### config.mk
export PLATFORM = sky130hd
export DESIGN_NAME = tcq_qualifier
export DESIGN_NICKNAME = d
export VERILOG_FILES = /design/src/verilog/tcq_pkg.sv /design/src/verilog/tcq_qualifier.sv
export SDC_FILE = /design/constraint.sdc
export NUM_CORES = 1
export LEC_CHECK = 0
export ABC_AREA = 1
export BUFFER_PORTS_ARGS = -buffer_cell sky130_fd_sc_hd__buf_2
export CAP_MARGIN = 10
export CORE_ASPECT_RATIO = 0.6
export CORE_UTILIZATION = 57
export DETAILED_ROUTE_END_ITERATION = 7
export PLACE_DENSITY = 0.77
export SETUP_SLACK_MARGIN = 0.3
export SLEW_MARGIN = 20
export SYNTH_ARGS = -nofsm -noshare
export SYNTH_HDL_FRONTEND = slang
export SYNTH_SLANG_ARGS = --single-unit
### constraint.sdc
create_clock -name pclk -period 4.45 [get_ports pclk]
set_input_delay 0.6675 -clock pclk [delete_from_list [all_inputs] [get_ports pclk]]
set_output_delay 0.6675 -clock pclk [all_outputs]
set_load 0.01 [all_outputs]
### src/verilog/tcq_pkg.sv
// Package with register map, field positions and codes for the thread event qualifier
`default_nettype none
package tcq_pkg;
  // APB byte addresses of the registers
  localparam logic [7:0] ADDR_EVSEL = 8'h00; // Event selection control
  localparam logic [7:0] ADDR_CNTCFG = 8'h04; // Counter configuration control
  localparam logic [7:0] ADDR_STATUS = 8'h08; // Thread and counting status
  localparam logic [7:0] ADDR_COUNT = 8'h0C; // Shared event counter value
  // Event selection control fields
  localparam int THREAD1_USER_BIT = 0; // Thread 1 user-level flag
  localparam int THREAD1_KERNEL_BIT = 1; // Thread 1 kernel-level flag
  localparam int THREAD0_USER_BIT = 2; // Thread 0 user-level flag
  localparam int THREAD0_KERNEL_BIT = 3; // Thread 0 kernel-level flag
  localparam int MASK_LSB = 9; // Event mask low bit
  localparam int MASK_MSB = 24; // Event mask high bit
  localparam int SEL_LSB = 25; // Event select low bit
  localparam int SEL_MSB = 30; // Event select high bit
  localparam int RUNNING_MASK_BIT = 9; // Running sub-event of the power events
  // Counter configuration control fields
  localparam int CSEL_LSB = 0; // Counter select low bit
  localparam int CSEL_MSB = 4; // Counter select high bit
  localparam int ENABLE_BIT = 12; // Counter enable
  localparam int COMPARE_BIT = 18; // Threshold compare filter on
  localparam int COMPLEMENT_BIT = 19; // Less-or-equal compare
  localparam int THR_LSB = 20; // Threshold low bit
  localparam int THR_MSB = 23; // Threshold high bit
  // Status fields
  localparam int ST_HALT0_BIT = 0; // Thread 0 halted
  localparam int ST_HALT1_BIT = 1; // Thread 1 halted
  localparam int ST_SLEEP_BIT = 2; // Package in power-saving state
  localparam int ST_COUNT_BIT = 3; // Count delivered last cycle
  // Codes and constants
  localparam logic [5:0] SEL_NO_EVENT = 6'h00; // No event selected
  localparam logic [5:0] SEL_POWER_EVENTS = 6'h01; // Power events class (value arbitrary)
  localparam logic [3:0] THR_ALWAYS = 4'hF; // Threshold no event can exceed
  localparam logic [1:0] CPL_KERNEL = 2'h0; // Most privileged level
  localparam logic [31:0] EVSEL_RESET = 32'h00000000; // Event selection reset value
  localparam logic [31:0] CNTCFG_RESET = 32'h00000000; // Enable clear after reset
  localparam int NUM_COUNTERS_DEF = 18; // Counters sharing the qualifier
endpackage
`default_nettype wire

### src/verilog/tcq_qualifier.sv
// Per-cycle event qualification by thread and privilege level with APB registers and shared counter
//
// How it works
// - Event's thread is bit 0 of controller id
// - Events classed thread-specific or thread-independent
// - Thread-specific events use only owning thread's flags
// - User flag counts user level, kernel flag kernel
// - Independent events: any thread's flag covers that level
// - Independent events with both levels covered always count
// - Clock mode counts per non-halted thread
// - Eighteen counters, any selectable for non-sleep counting
// - No-event selection keeps the counter disabled
// - Compare, threshold 15, complement counts every non-sleep clock
// - Always-true threshold overrides thread and privilege qualification
// - Non-sleep counting runs while a thread is awake
// - Power-saving only when both threads halted; counting stops
// - Two threads; either may halt independently
// - Both threads of a core share one counter set
// - User flags qualify levels 1-3, kernel level 0
// - Complement counts at or below threshold, else above
// - Counter enable cleared by reset
`default_nettype none
module tcq_qualifier #(
  parameter int NUM_COUNTERS = tcq_pkg::NUM_COUNTERS_DEF // Counters in the shared set
) (
  input wire logic pclk, // APB clock, 100 MHz
  input wire logic presetn, // Asynchronous reset, active low
  input wire logic psel, // APB select
  input wire logic penable, // APB access phase
  input wire logic pwrite, // APB write
  input wire logic [7:0] paddr, // APB byte address
  input wire logic [31:0] pwdata, // APB write data
  output logic [31:0] prdata, // APB read data
  output logic pready, // APB ready
  output logic pslverr, // APB error on unmapped address
  input wire logic [3:0] event_count, // Raw events detected this cycle
  input wire logic thread_independent_class, // High when the event has no owning thread
  input wire logic [7:0] initial_interrupt_controller_id, // Id of the thread raising the event
  input wire logic [1:0] thread0_cpl, // Thread 0 current privilege level
  input wire logic [1:0] thread1_cpl, // Thread 1 current privilege level
  input wire logic thread0_halted, // Thread 0 halted
  input wire logic thread1_halted, // Thread 1 halted
  output logic [NUM_COUNTERS-1:0] count_enable, // One-hot count enable to the selected counter
  output logic power_saving // Package in power-saving state
);

  // Register state
  logic [31:0] evsel_q; // Event selection control
  logic [31:0] cntcfg_q; // Counter configuration control
  logic [31:0] count_q; // Shared counter
  logic [3:0] inc_q; // Amount delivered last cycle
  logic [NUM_COUNTERS-1:0] count_enable_q; // Registered count enable
  logic sleep_q; // Registered power-saving state
  logic [31:0] prdata_q; // Registered read data
  logic pready_q; // Registered ready
  logic pslverr_q; // Registered error

  // Decoded fields
  logic thread0_user_enable; // Thread 0 user flag
  logic thread0_kernel_enable; // Thread 0 kernel flag
  logic thread1_user_enable; // Thread 1 user flag
  logic thread1_kernel_enable; // Thread 1 kernel flag
  logic [5:0] ev_select; // Event select field
  logic running_mask; // Running sub-event chosen
  logic cfg_enable; // Counter enable
  logic cfg_compare; // Compare filter on
  logic cfg_complement; // Complement compare
  logic [3:0] cfg_threshold; // Threshold value
  logic [4:0] cfg_csel; // Selected counter

  // Qualification terms
  logic clock_mode; // Non-halted clock counting selected
  logic sleep_c; // Both threads halted this cycle
  logic always_true; // Threshold condition true every cycle
  logic ts_thread; // Owning thread of a thread-specific event
  logic ts_qual; // Thread-specific qualification
  logic ti_qual; // Thread-independent qualification
  logic [3:0] raw_c; // Qualified raw count
  logic [3:0] inc_d; // Amount delivered this cycle
  logic allowed; // Enable, selection and wake state
  logic wr_en; // APB write takes effect
  logic rd_hit; // Address is mapped

  // Privilege match of one thread: kernel flag at level 0, user flag otherwise
  function automatic logic level_match(input logic user_f, input logic kernel_f, input logic [1:0] current_privilege_level);
    level_match = (current_privilege_level == tcq_pkg::CPL_KERNEL) ? kernel_f : user_f;
  endfunction

  // Field decode
  assign thread0_user_enable = evsel_q[tcq_pkg::THREAD0_USER_BIT];
  assign thread0_kernel_enable = evsel_q[tcq_pkg::THREAD0_KERNEL_BIT];
  assign thread1_user_enable = evsel_q[tcq_pkg::THREAD1_USER_BIT];
  assign thread1_kernel_enable = evsel_q[tcq_pkg::THREAD1_KERNEL_BIT];
  assign ev_select = evsel_q[tcq_pkg::SEL_MSB:tcq_pkg::SEL_LSB];
  assign running_mask = evsel_q[tcq_pkg::RUNNING_MASK_BIT];
  assign cfg_enable = cntcfg_q[tcq_pkg::ENABLE_BIT];
  assign cfg_compare = cntcfg_q[tcq_pkg::COMPARE_BIT];
  assign cfg_complement = cntcfg_q[tcq_pkg::COMPLEMENT_BIT];
  assign cfg_threshold = cntcfg_q[tcq_pkg::THR_MSB:tcq_pkg::THR_LSB];
  assign cfg_csel = cntcfg_q[tcq_pkg::CSEL_MSB:tcq_pkg::CSEL_LSB];

  // Qualification of this cycle's event, from the thread state sampled this clock
  always_comb begin
    clock_mode = (ev_select == tcq_pkg::SEL_POWER_EVENTS) && running_mask;
    sleep_c = thread0_halted && thread1_halted;
    always_true = cfg_compare && cfg_complement && (cfg_threshold == tcq_pkg::THR_ALWAYS);
    ts_thread = initial_interrupt_controller_id[0];
    // Only the owning thread's flags matter
    if (ts_thread) begin
      ts_qual = level_match(thread1_user_enable, thread1_kernel_enable, thread1_cpl);
    end else begin
      ts_qual = level_match(thread0_user_enable, thread0_kernel_enable, thread0_cpl);
    end
    // Either thread's flag opens its level; both levels covered counts always
    if ((thread0_user_enable || thread1_user_enable) && (thread0_kernel_enable || thread1_kernel_enable)) begin
      ti_qual = 1'b1;
    end else begin
      ti_qual = ((thread0_user_enable || thread1_user_enable)
                 && (thread0_cpl != tcq_pkg::CPL_KERNEL || thread1_cpl != tcq_pkg::CPL_KERNEL))
             || ((thread0_kernel_enable || thread1_kernel_enable)
                 && (thread0_cpl == tcq_pkg::CPL_KERNEL || thread1_cpl == tcq_pkg::CPL_KERNEL));
    end
    // Raw count by mode
    if (clock_mode) begin
      // One clock per awake thread whose own flags match its level
      raw_c = {3'h0, !thread0_halted
                     && level_match(thread0_user_enable, thread0_kernel_enable, thread0_cpl)}
            + {3'h0, !thread1_halted
                     && level_match(thread1_user_enable, thread1_kernel_enable, thread1_cpl)};
    end else if (thread_independent_class) begin
      raw_c = ti_qual ? event_count : 4'h0;
    end else begin
      raw_c = ts_qual ? event_count : 4'h0;
    end
    // Enable, a real event selection and an awake package
    allowed = cfg_enable && (ev_select != tcq_pkg::SEL_NO_EVENT) && !sleep_c;
    // Filter stage
    if (!allowed) begin
      inc_d = 4'h0;
    end else if (always_true) begin
      inc_d = 4'h1;
    end else if (cfg_compare) begin
      if (cfg_complement) begin
        inc_d = {3'h0, raw_c <= cfg_threshold};
      end else begin
        inc_d = {3'h0, raw_c > cfg_threshold};
      end
    end else begin
      inc_d = raw_c;
    end
  end

  // APB decode
  assign wr_en = psel && penable && pwrite && pready_q;
  assign rd_hit = (paddr == tcq_pkg::ADDR_EVSEL) || (paddr == tcq_pkg::ADDR_CNTCFG)
               || (paddr == tcq_pkg::ADDR_STATUS) || (paddr == tcq_pkg::ADDR_COUNT);

  // Event selection register
  always_ff @(posedge pclk or negedge presetn) begin
    if (!presetn) begin
      evsel_q <= tcq_pkg::EVSEL_RESET;
    end else if (wr_en && paddr == tcq_pkg::ADDR_EVSEL) begin
      evsel_q <= pwdata;
    end
  end

  // Counter configuration register, enable clear after reset
  always_ff @(posedge pclk or negedge presetn) begin
    if (!presetn) begin
      cntcfg_q <= tcq_pkg::CNTCFG_RESET;
    end else if (wr_en && paddr == tcq_pkg::ADDR_CNTCFG) begin
      cntcfg_q <= pwdata;
    end
  end

  // Shared counter: software write wins over the increment of that cycle
  always_ff @(posedge pclk or negedge presetn) begin
    if (!presetn) begin
      count_q <= 32'h00000000;
    end else if (wr_en && paddr == tcq_pkg::ADDR_COUNT) begin
      count_q <= pwdata;
    end else begin
      count_q <= count_q + {28'h0000000, inc_d};
    end
  end

  // Count enable to the selected counter, one cycle after sampling
  always_ff @(posedge pclk or negedge presetn) begin
    if (!presetn) begin
      count_enable_q <= '0;
      inc_q <= 4'h0;
      sleep_q <= 1'b0;
    end else begin
      inc_q <= inc_d;
      sleep_q <= sleep_c;
      for (int i = 0; i < NUM_COUNTERS; i++) begin
        count_enable_q[i] <= (inc_d != 4'h0) && (32'(cfg_csel) == i);
      end
    end
  end

  // APB answer one cycle into the access phase
  always_ff @(posedge pclk or negedge presetn) begin
    if (!presetn) begin
      pready_q <= 1'b0;
      pslverr_q <= 1'b0;
      prdata_q <= 32'h00000000;
    end else begin
      pready_q <= psel && penable && !pready_q;
      pslverr_q <= psel && penable && !pready_q && !rd_hit;
      prdata_q <= 32'h00000000;
      if (psel && penable && !pready_q && !pwrite) begin
        case (paddr)
          tcq_pkg::ADDR_EVSEL: begin
            prdata_q <= evsel_q;
          end
          tcq_pkg::ADDR_CNTCFG: begin
            prdata_q <= cntcfg_q;
          end
          tcq_pkg::ADDR_STATUS: begin
            prdata_q[tcq_pkg::ST_HALT0_BIT] <= thread0_halted;
            prdata_q[tcq_pkg::ST_HALT1_BIT] <= thread1_halted;
            prdata_q[tcq_pkg::ST_SLEEP_BIT] <= sleep_q;
            prdata_q[tcq_pkg::ST_COUNT_BIT] <= (inc_q != 4'h0);
          end
          tcq_pkg::ADDR_COUNT: begin
            prdata_q <= count_q;
          end
          default: begin
            prdata_q <= 32'h00000000;
          end
        endcase
      end
    end
  end

  // Outputs straight from flip-flops
  assign prdata = prdata_q;
  assign pready = pready_q;
  assign pslverr = pslverr_q;
  assign count_enable = count_enable_q;
  assign power_saving = sleep_q;

  // Checks on the qualification
  logic filt_off; // No compare filter active
  assign filt_off = !cfg_compare;

  property p_reset_enable;
    @(posedge pclk) disable iff (!presetn) !cfg_enable |=> inc_q == 4'h0 && count_enable_q == '0;
  endproperty
  a_reset_enable: assert property (p_reset_enable) else $error("Counted while disabled");

  property p_sleep_stop;
    @(posedge pclk) disable iff (!presetn) thread0_halted && thread1_halted |=> inc_q == 4'h0 && sleep_q;
  endproperty
  a_sleep_stop: assert property (p_sleep_stop) else $error("Counted in power-saving state");

  property p_always_true;
    @(posedge pclk) disable iff (!presetn)
      always_true && cfg_enable && ev_select != tcq_pkg::SEL_NO_EVENT && !sleep_c |=> inc_q == 4'h1;
  endproperty
  a_always_true: assert property (p_always_true) else $error("Always-true threshold missed a clock");

  property p_override;
    @(posedge pclk) disable iff (!presetn)
      always_true && cfg_enable && ev_select != tcq_pkg::SEL_NO_EVENT && evsel_q[3:0] == 4'h0
      && (!thread0_halted || !thread1_halted) |=> count_enable_q != '0 || cfg_csel >= NUM_COUNTERS;
  endproperty
  a_override: assert property (p_override) else $error("Qualification gated an always-true count");

  property p_no_event;
    @(posedge pclk) disable iff (!presetn) ev_select == tcq_pkg::SEL_NO_EVENT |=> inc_q == 4'h0;
  endproperty
  a_no_event: assert property (p_no_event) else $error("Counted with no event selected");

  property p_ts_own_flags;
    @(posedge pclk) disable iff (!presetn)
      cfg_enable && filt_off && !clock_mode && !thread_independent_class && !initial_interrupt_controller_id[0]
      && !thread0_user_enable && !thread0_kernel_enable |=> inc_q == 4'h0;
  endproperty
  a_ts_own_flags: assert property (p_ts_own_flags) else $error("Other thread flags counted event");

  property p_ts_thread1;
    @(posedge pclk) disable iff (!presetn)
      cfg_enable && filt_off && !clock_mode && !sleep_c && ev_select != tcq_pkg::SEL_NO_EVENT
      && !thread_independent_class && initial_interrupt_controller_id[0]
      && thread1_user_enable && thread1_kernel_enable |=> inc_q == $past(event_count);
  endproperty
  a_ts_thread1: assert property (p_ts_thread1) else $error("Thread 1 event not counted");

  property p_ti_zero;
    @(posedge pclk) disable iff (!presetn)
      filt_off && !clock_mode && thread_independent_class && evsel_q[3:0] == 4'h0 |=> inc_q == 4'h0;
  endproperty
  a_ti_zero: assert property (p_ti_zero) else $error("Independent event counted with flags clear");

  property p_ti_cover;
    @(posedge pclk) disable iff (!presetn)
      cfg_enable && filt_off && !clock_mode && !sleep_c && ev_select != tcq_pkg::SEL_NO_EVENT
      && thread_independent_class && thread0_user_enable && thread1_kernel_enable
      |=> inc_q == $past(event_count);
  endproperty
  a_ti_cover: assert property (p_ti_cover) else $error("Covered independent event not counted");

  property p_clock_one;
    @(posedge pclk) disable iff (!presetn)
      cfg_enable && filt_off && clock_mode && thread0_halted && !thread1_halted
      && thread1_user_enable && thread1_kernel_enable
      |=> inc_q == 4'h1
      && (count_q == $past(count_q) + 32'h1 || $past(wr_en && paddr == tcq_pkg::ADDR_COUNT));
  endproperty
  a_clock_one: assert property (p_clock_one) else $error("Non-halted clock not counted once");

  // Both awake threads with every flag set give two clocks in one cycle
  property p_clock_two;
    @(posedge pclk) disable iff (!presetn)
      cfg_enable && filt_off && clock_mode && !thread0_halted && !thread1_halted
      && thread0_user_enable && thread0_kernel_enable
      && thread1_user_enable && thread1_kernel_enable |=> inc_q == 4'h2;
  endproperty
  a_clock_two: assert property (p_clock_two) else $error("Awake threads not counted per thread");

  // Compare filter outside the always-true setup delivers one count or none
  property p_filter;
    @(posedge pclk) disable iff (!presetn)
      cfg_enable && cfg_compare && !always_true && ev_select != tcq_pkg::SEL_NO_EVENT && !sleep_c
      |=> inc_q == {3'h0, $past(cfg_complement) ? ($past(raw_c) <= $past(cfg_threshold))
                                                : ($past(raw_c) > $past(cfg_threshold))};
  endproperty
  a_filter: assert property (p_filter) else $error("Threshold compare delivered a wrong count");

  // At most one counter sees the enable, and only when something is delivered
  property p_one_hot;
    @(posedge pclk) disable iff (!presetn) $onehot0(count_enable_q) && (count_enable_q == '0 || inc_q != 4'h0);
  endproperty
  a_one_hot: assert property (p_one_hot) else $error("Count enable not one-hot to a counting cycle");

  // A software write to the shared counter lands whole
  property p_count_write;
    @(posedge pclk) disable iff (!presetn) wr_en && paddr == tcq_pkg::ADDR_COUNT |=> count_q == $past(pwdata);
  endproperty
  a_count_write: assert property (p_count_write) else $error("Shared counter write lost");

  c_non_sleep: cover property (@(posedge pclk) disable iff (!presetn) always_true && inc_d == 4'h1);
  c_sleep: cover property (@(posedge pclk) disable iff (!presetn) cfg_enable && sleep_c ##1 !sleep_c);
  c_ti_count: cover property (@(posedge pclk) disable iff (!presetn) thread_independent_class && inc_d != 4'h0);
  c_both_clock: cover property (@(posedge pclk) disable iff (!presetn) clock_mode && inc_d == 4'h2);
  c_filter_one: cover property (@(posedge pclk) disable iff (!presetn) cfg_compare && !always_true && inc_d == 4'h1);

endmodule
`default_nettype wire

After elaboration in Yosys (flattened, before gate mapping). Index checks and enable logic that the tools add are counted. Widths: inputs -> output; s select.

$add $sub $neg: 2. Multiply operators: 0. Div/mod/pow operators: 0. Magnitude comparators: 2. Equal/unequal tests: 22. Shift-type cells: 0. Mux-type cells: 16. Bitwise logic cells: 0. Reductions and logical operators: 61.

Operators by type and width (number): $pmux 28 s3 (1); $mux 32 (2); $eq 5x4->1 const B (8); $logic_and 1x1->1 (38); $add 32x4->32 (1); $mux 4 (7); $eq 5x3->1 const B (4); $eq 8x4->1 const B (2); $pmux 4 s4 (1); $eq 5x2->1 const B (2); $eq 5x5->1 const B (2); $eq 8x3->1 const B (1); $logic_not 8->1 (1); $logic_or 1x1->1 (8); $reduce_bool 4->1 (2); $eq 6x1->1 const B (1); $logic_not 1->1 (6); $reduce_bool 6->1 (1); $eq 5x1->1 const B (1); $logic_not 5->1 (1); $mux 1 (5); $eq 4x4->1 const B (1); $gt 4x4->1 (1); $le 4x4->1 (1); other kinds (3) (5).

Bits in registers: 153. Bits in latches: 0. Memory bits (writable): 0. Memory bits (read-only): 0. Output and inout port bits: 53. Logic and storage cells: 112. Memories: 0.

Depth between registers and ports, before layout.
Depth after elaboration: 15. Mapped depth: 29. Gate-level depth less buffers: 29.

Least setup slack after synthesis. OpenSTA, ideal clock, no wires.

Path type: input-to-reg. Start: input port thread0_cpl[1]. End: register count_q[24]. Data arrival time: 3.935 ns. Required time: 4.320 ns. Slack: 0.385 ns. Stages on the path: 26. Cells stage by stage: nor2_1 -> nand2_1 -> nand2_1 -> nor2_1 -> ha_1 -> or2_1 -> nand2_1 -> inv_1 -> ha_1 -> a21oi_1 -> o21ai_0 -> nand2_1 -> nand2_1 -> nand3_1 -> nand2_2 -> ha_1 -> inv_1 -> fa_1 -> o21ai_2 -> nand2_1 -> nor2_4 -> nand4_1 -> nor2_1 -> nand2_1 -> nand3_1 -> o21ai_0.

Longest elaborated chain between the ends: 15. Elaborated cells on any way between the ends: 24. Those cells by class: add/sub (2); order compare (2); mux (12); reduce/logical (8).

RTL lines: from (decl) (RTL line tcq_qualifier.sv:39) `input wire logic [1:0] thread0_cpl,`; $reduce_bool 2->1 or $logic_not 2->1 (tied branches) (RTL line tcq_qualifier.sv:119, tcq_qualifier.sv:86, tcq_qualifier.sv:121); $logic_or 1x1->1, on equally long branches (RTL line tcq_qualifier.sv:119, tcq_qualifier.sv:121); $logic_and 1x1->1, on equally long branches (RTL line tcq_qualifier.sv:119, tcq_qualifier.sv:121); $logic_or 1x1->1 (RTL line tcq_qualifier.sv:120) `|| ((thread0_kernel_enable || thread1_kernel_enable)`; $mux 1 (RTL line tcq_qualifier.sv:115) `if ((thread0_user_enable || thread1_user_enable) && (thread0_kernel_enable || thread1_kernel_enable)) begin`; $mux 4 (RTL line tcq_qualifier.sv:131) `raw_c = ti_qual ? event_count : 4'h0;`; $mux 4 (RTL line tcq_qualifier.sv:130) `end else if (thread_independent_class) begin`; $mux 4 * (RTL line tcq_qualifier.sv:124) `if (clock_mode) begin`; $gt 4x4->1 or $le 4x4->1 (tied branches) (RTL line tcq_qualifier.sv:146, tcq_qualifier.sv:144); $mux 1 (RTL line tcq_qualifier.sv:143) `if (cfg_complement) begin`; $mux 4 * (RTL line tcq_qualifier.sv:142) `end else if (cfg_compare) begin`; $mux 4 * (RTL line tcq_qualifier.sv:140) `end else if (always_true) begin`; $mux 4 * (RTL line tcq_qualifier.sv:138) `if (!allowed) begin`; via inc_d[0] (RTL line tcq_qualifier.sv:79) `logic [3:0] inc_d;`; $add 32x4->32 * (RTL line tcq_qualifier.sv:183) `count_q <= count_q + {28'h0000000, inc_d};`; $mux 32 * (RTL line tcq_qualifier.sv:180) `end else if (wr_en && paddr == tcq_pkg::ADDR_COUNT) begin`; to (signal assigned) (RTL line tcq_qualifier.sv:181) `count_q <= pwdata;`; to (signal assigned) (RTL line tcq_qualifier.sv:183); to (decl) (RTL line tcq_qualifier.sv:50) `logic [31:0] count_q;`.

Mark *: on every way through the listed nets, which the timed path passes. The rest lies on a longest branch. A chain may end at the register's enable or synchronous reset.

Worst setup path in the final report.
Start: register evsel_q[3]. End: register count_q[22].

Longest elaborated chain between the ends: 14. Elaborated cells on any way between the ends: 21. Those cells by class: add/sub (2); order compare (2); mux (12); reduce/logical (5).

RTL lines: from (decl) (RTL line tcq_qualifier.sv:48) `logic [31:0] evsel_q;`; from (signal assigned) (RTL line tcq_qualifier.sv:161) `evsel_q <= tcq_pkg::EVSEL_RESET;`; from (signal assigned) (RTL line tcq_qualifier.sv:163) `evsel_q <= pwdata;`; $logic_or 1x1->1 (RTL line tcq_qualifier.sv:115, tcq_qualifier.sv:120); $logic_and 1x1->1 (RTL line tcq_qualifier.sv:121) `&& (thread0_cpl == tcq_pkg::CPL_KERNEL || thread1_cpl == tcq_pkg::CPL_KERNEL));`; $logic_or 1x1->1 (RTL line tcq_qualifier.sv:120); $mux 1 (RTL line tcq_qualifier.sv:115); $mux 4 (RTL line tcq_qualifier.sv:131); $mux 4 (RTL line tcq_qualifier.sv:130); $mux 4 * (RTL line tcq_qualifier.sv:124); $gt 4x4->1 or $le 4x4->1 (tied branches) (RTL line tcq_qualifier.sv:146, tcq_qualifier.sv:144); $mux 1 (RTL line tcq_qualifier.sv:143); $mux 4 * (RTL line tcq_qualifier.sv:142); $mux 4 * (RTL line tcq_qualifier.sv:140); $mux 4 * (RTL line tcq_qualifier.sv:138); via inc_d[0] (RTL line tcq_qualifier.sv:79); $add 32x4->32 * (RTL line tcq_qualifier.sv:183); $mux 32 * (RTL line tcq_qualifier.sv:180).

Marks and branches as above.

==> out/qor.csv <==
stage,metric,value,unit
route,drt_iter0_drc,594,
setup_path,cp_data_required_time,4.73,ns
die,rows,31,
global_route,antenna_found_initial,0,
cts,clk_pin_slew,0.06,ns
synth,synth.top_cell.area_share,51.20,%
timing,slew_headroom,34.47,%
run_status,outcome,completed,
setup_path,crit_slowest_cell,dfrtp_1,
timing,period_share,87.78,%
global_route,grt_pass1_wl,31910,um
setup_path,critPathKind,reg -> reg,
finish,final_cell_mix,"nand2_1, dfrtp_1, inv_1",
place,postPlaceCellArea,0.008172,sq mm
die,die_w,149.9,um
route,first_pass_iters,8,
die,die_area,0.01359,sq mm
min_path,hold_path_class,in -> async,
route,via_per_inst,5.540,
job,drv_cap,0,
timing,tns,0,ns
cts,clock_latency,0.42,ns
cts,tritoncts,done,
timing,rsz0062_at_grt,false,
timing,fin_worst_skew,0.01254,ns
place,dpl.hpwl,13870,um
finish,final_common_cell,nand2_1,
timing,drv_slew,0,
pwr,ir_drop,0.0002670,V
cts,clockRootBuffer,clkbuf_16,
route,ant_nets,0,
route,wirelength,19870,um
synth,synthCells,898,
cts,cts_max_level,4,
setup_path,crit_top_cell,nand2_1,
setup_path,cp.depth,25,
setup_path,crit_family,simple AND/OR/NAND/NOR gates,
synth,synth_ff_type,dfrtp_1,
setup_path,worst_r2r_path_depth,25,
setup_path,worstPathMaxFanout,4,
synth,ys_seq_elements,153,
timing,setup_ws,0.5439,ns
timing,setup_viol,0,
global_route,globalRouteOverflowTotal,0,
synth,syn_area,0.007477,sq mm
die,core_area,0.01241,sq mm
die,initial_core_util,60.24,%
cts,numCtsBuffers,17,
synth,ys_top_cells_by_area,"dfrtp_1, nand2_1, o21ai_0",
synth,synth_fp_nets,972,
cts,cts_buffer_depth,2,
timing,tightest_slew,0.9829,ns
finish,drive_above_1_share,19.02,%
timing,period_minus_slack,3.906,ns
die,die_h,90.72,um
finish,area_growth,17.70,%
place,io_buffer_count,109,
setup_path,crit_buf_inv,4,
pwr,finalPower,2.925,mW
setup_path,cpPeakStageDelay,0.39,ns
synth,synthArstFlopShare,100.0,%
die,ios,117,
synth,seq_area_frac_synth,51.20,%
setup_path,endpoint_kind,register,
synth,synth_edf_count,0,
finish,final_area,0.008801,sq mm
global_route,grtUsageTotal,31.13,%
finish,finalNetCount,1086,
setup_path,crit_arrival,4.18,ns
route,vias,6593,
global_route,grt_max_degree,112,
timing,fmax,0.2560,GHz
pwr,power.density,332.4,mW/mm^2
pwr,power.leakage,4.544,nW
timing,finalHoldViolCount,0,
place,pre_cts_slack,0.006709,ns
synth,yosysUniqueCellTypes,44,
synth,synth_top_area_cell,dfrtp_1,
setup_path,start_kind,register,
synth,yosysWarnings,0,
synth,synth_area_per_cell,8.326,sq um
route,drc,0,
place,place.gp.congestion,0.9637,
cts,cts_sinks,153,
route,wire_per_inst,16.70,um
finish,n_antenna_cell,0,
global_route,grt_pass1_vias,6067,
[registers in the layout, summed over array words and instances (netlist names)]
register      cells
power_saving      1
pslverr           1
count_q          32
prdata           32
inc_q             4
cntcfg_q         32
pready            1
evsel_q          32
count_enable     18
[worst register-to-register path, delay by kind of cell, from the launching register on]
family,cells,cell delay [ns]
AND/OR/NAND/NOR,12,1.44
buffers and inverters,4,0.36
AO/OA/AOI/OAI,4,0.45
adder cells (fa/ha/maj),4,1.01
flip-flops,1,0.39
XOR/XNOR,1,0.12
[repair_timing]
action | in CTS | in global routing
setup buffers | 0 | 3
gates resized for setup | 0 | 12
hold buffers | 0 | 0
setup endpoints to repair | 0 | 16
[cells by family after synthesis]
logic type,after synthesis,synth area share [%]
fa+ha+maj,10,1.774
simple gates,410,23.98
flops,153,51.20
compound gates,146,11.86
buf+inv,155,8.367
xor+xnor,24,2.811
[cells in the mapped netlist, types with 2 or more instances]
cell / instances
clkbuf_1: 12
ha_1: 9
xnor2_1: 7
nand4_1: 16
o211ai_1: 6
nor3_1: 14
buf_6: 3
buf_4: 2
xor2_1: 17
buf_2: 11
nand2_2: 2
nor2_1: 70
a31oi_2: 5
nand2_1: 243
inv_2: 5
a31oi_1: 8
o21bai_4: 3
o21ai_1: 3
nor2_2: 4
nor2_4: 4
o221ai_1: 3
dfrtp_1: 153
o21ai_0: 97
nor4_1: 7
inv_1: 122
a21oi_1: 8
o22ai_1: 4
nand3b_1: 2
a221oi_1: 5
nand3_1: 39
[per-stage QoR]
stage                     std cells  hold WS [ns]  util [%]
after floorplan                 898        0.3719         -
after global placement         1155        0.4663     65.84
after detailed placement       1155        0.4726     65.84
after CTS                      1187        0.4290     70.44
after global routing           1190        0.4539     70.91
final                          1190        0.3706     70.91
[area by class of cell]
class,instances,area (sq um)
flip-flops and latches,153,3829
well taps,165,206.4
clock buffers,21,450.4
repair buffers,123,656.9
clock inverters,11,121.4
inverters,127,476.7
fillers,978,3611
multi-input cells,590,3060
[final timing paths]
| path | startpoint | to | slack, ns |
|---|---|---|---|
| max in group asynchronous | presetn | count_q[17] | 3.15 |
| max | evsel_q[3] | count_q[22] | 0.54 |
| min | presetn | prdata[21] | 0.37 |
| min reg2reg | evsel_q[0] | evsel_q[0] | 0.48 |
| max reg2reg | evsel_q[3] | count_q[22] | 0.54 |
| min in group pclk | pwdata[31] | count_q[31] | 0.47 |
[report_power, final]
group / total (mW) / internal [mW] / switching, mW
Sequential: 1.40 / 1.40 / 0.00449
Combinational: 0.117 / 0.0362 / 0.0808
Clock: 1.41 / 0.839 / 0.568
Total: 2.93 / 2.27 / 0.653
[per-layer routing]
layer	track usage, %	routed length, um
met4	7.492	191
met3	8.081	2053
met1	50.25	9787
met5	0	0
met2	40.74	7836
Note: power is estimated with default switching activity, not from simulation.
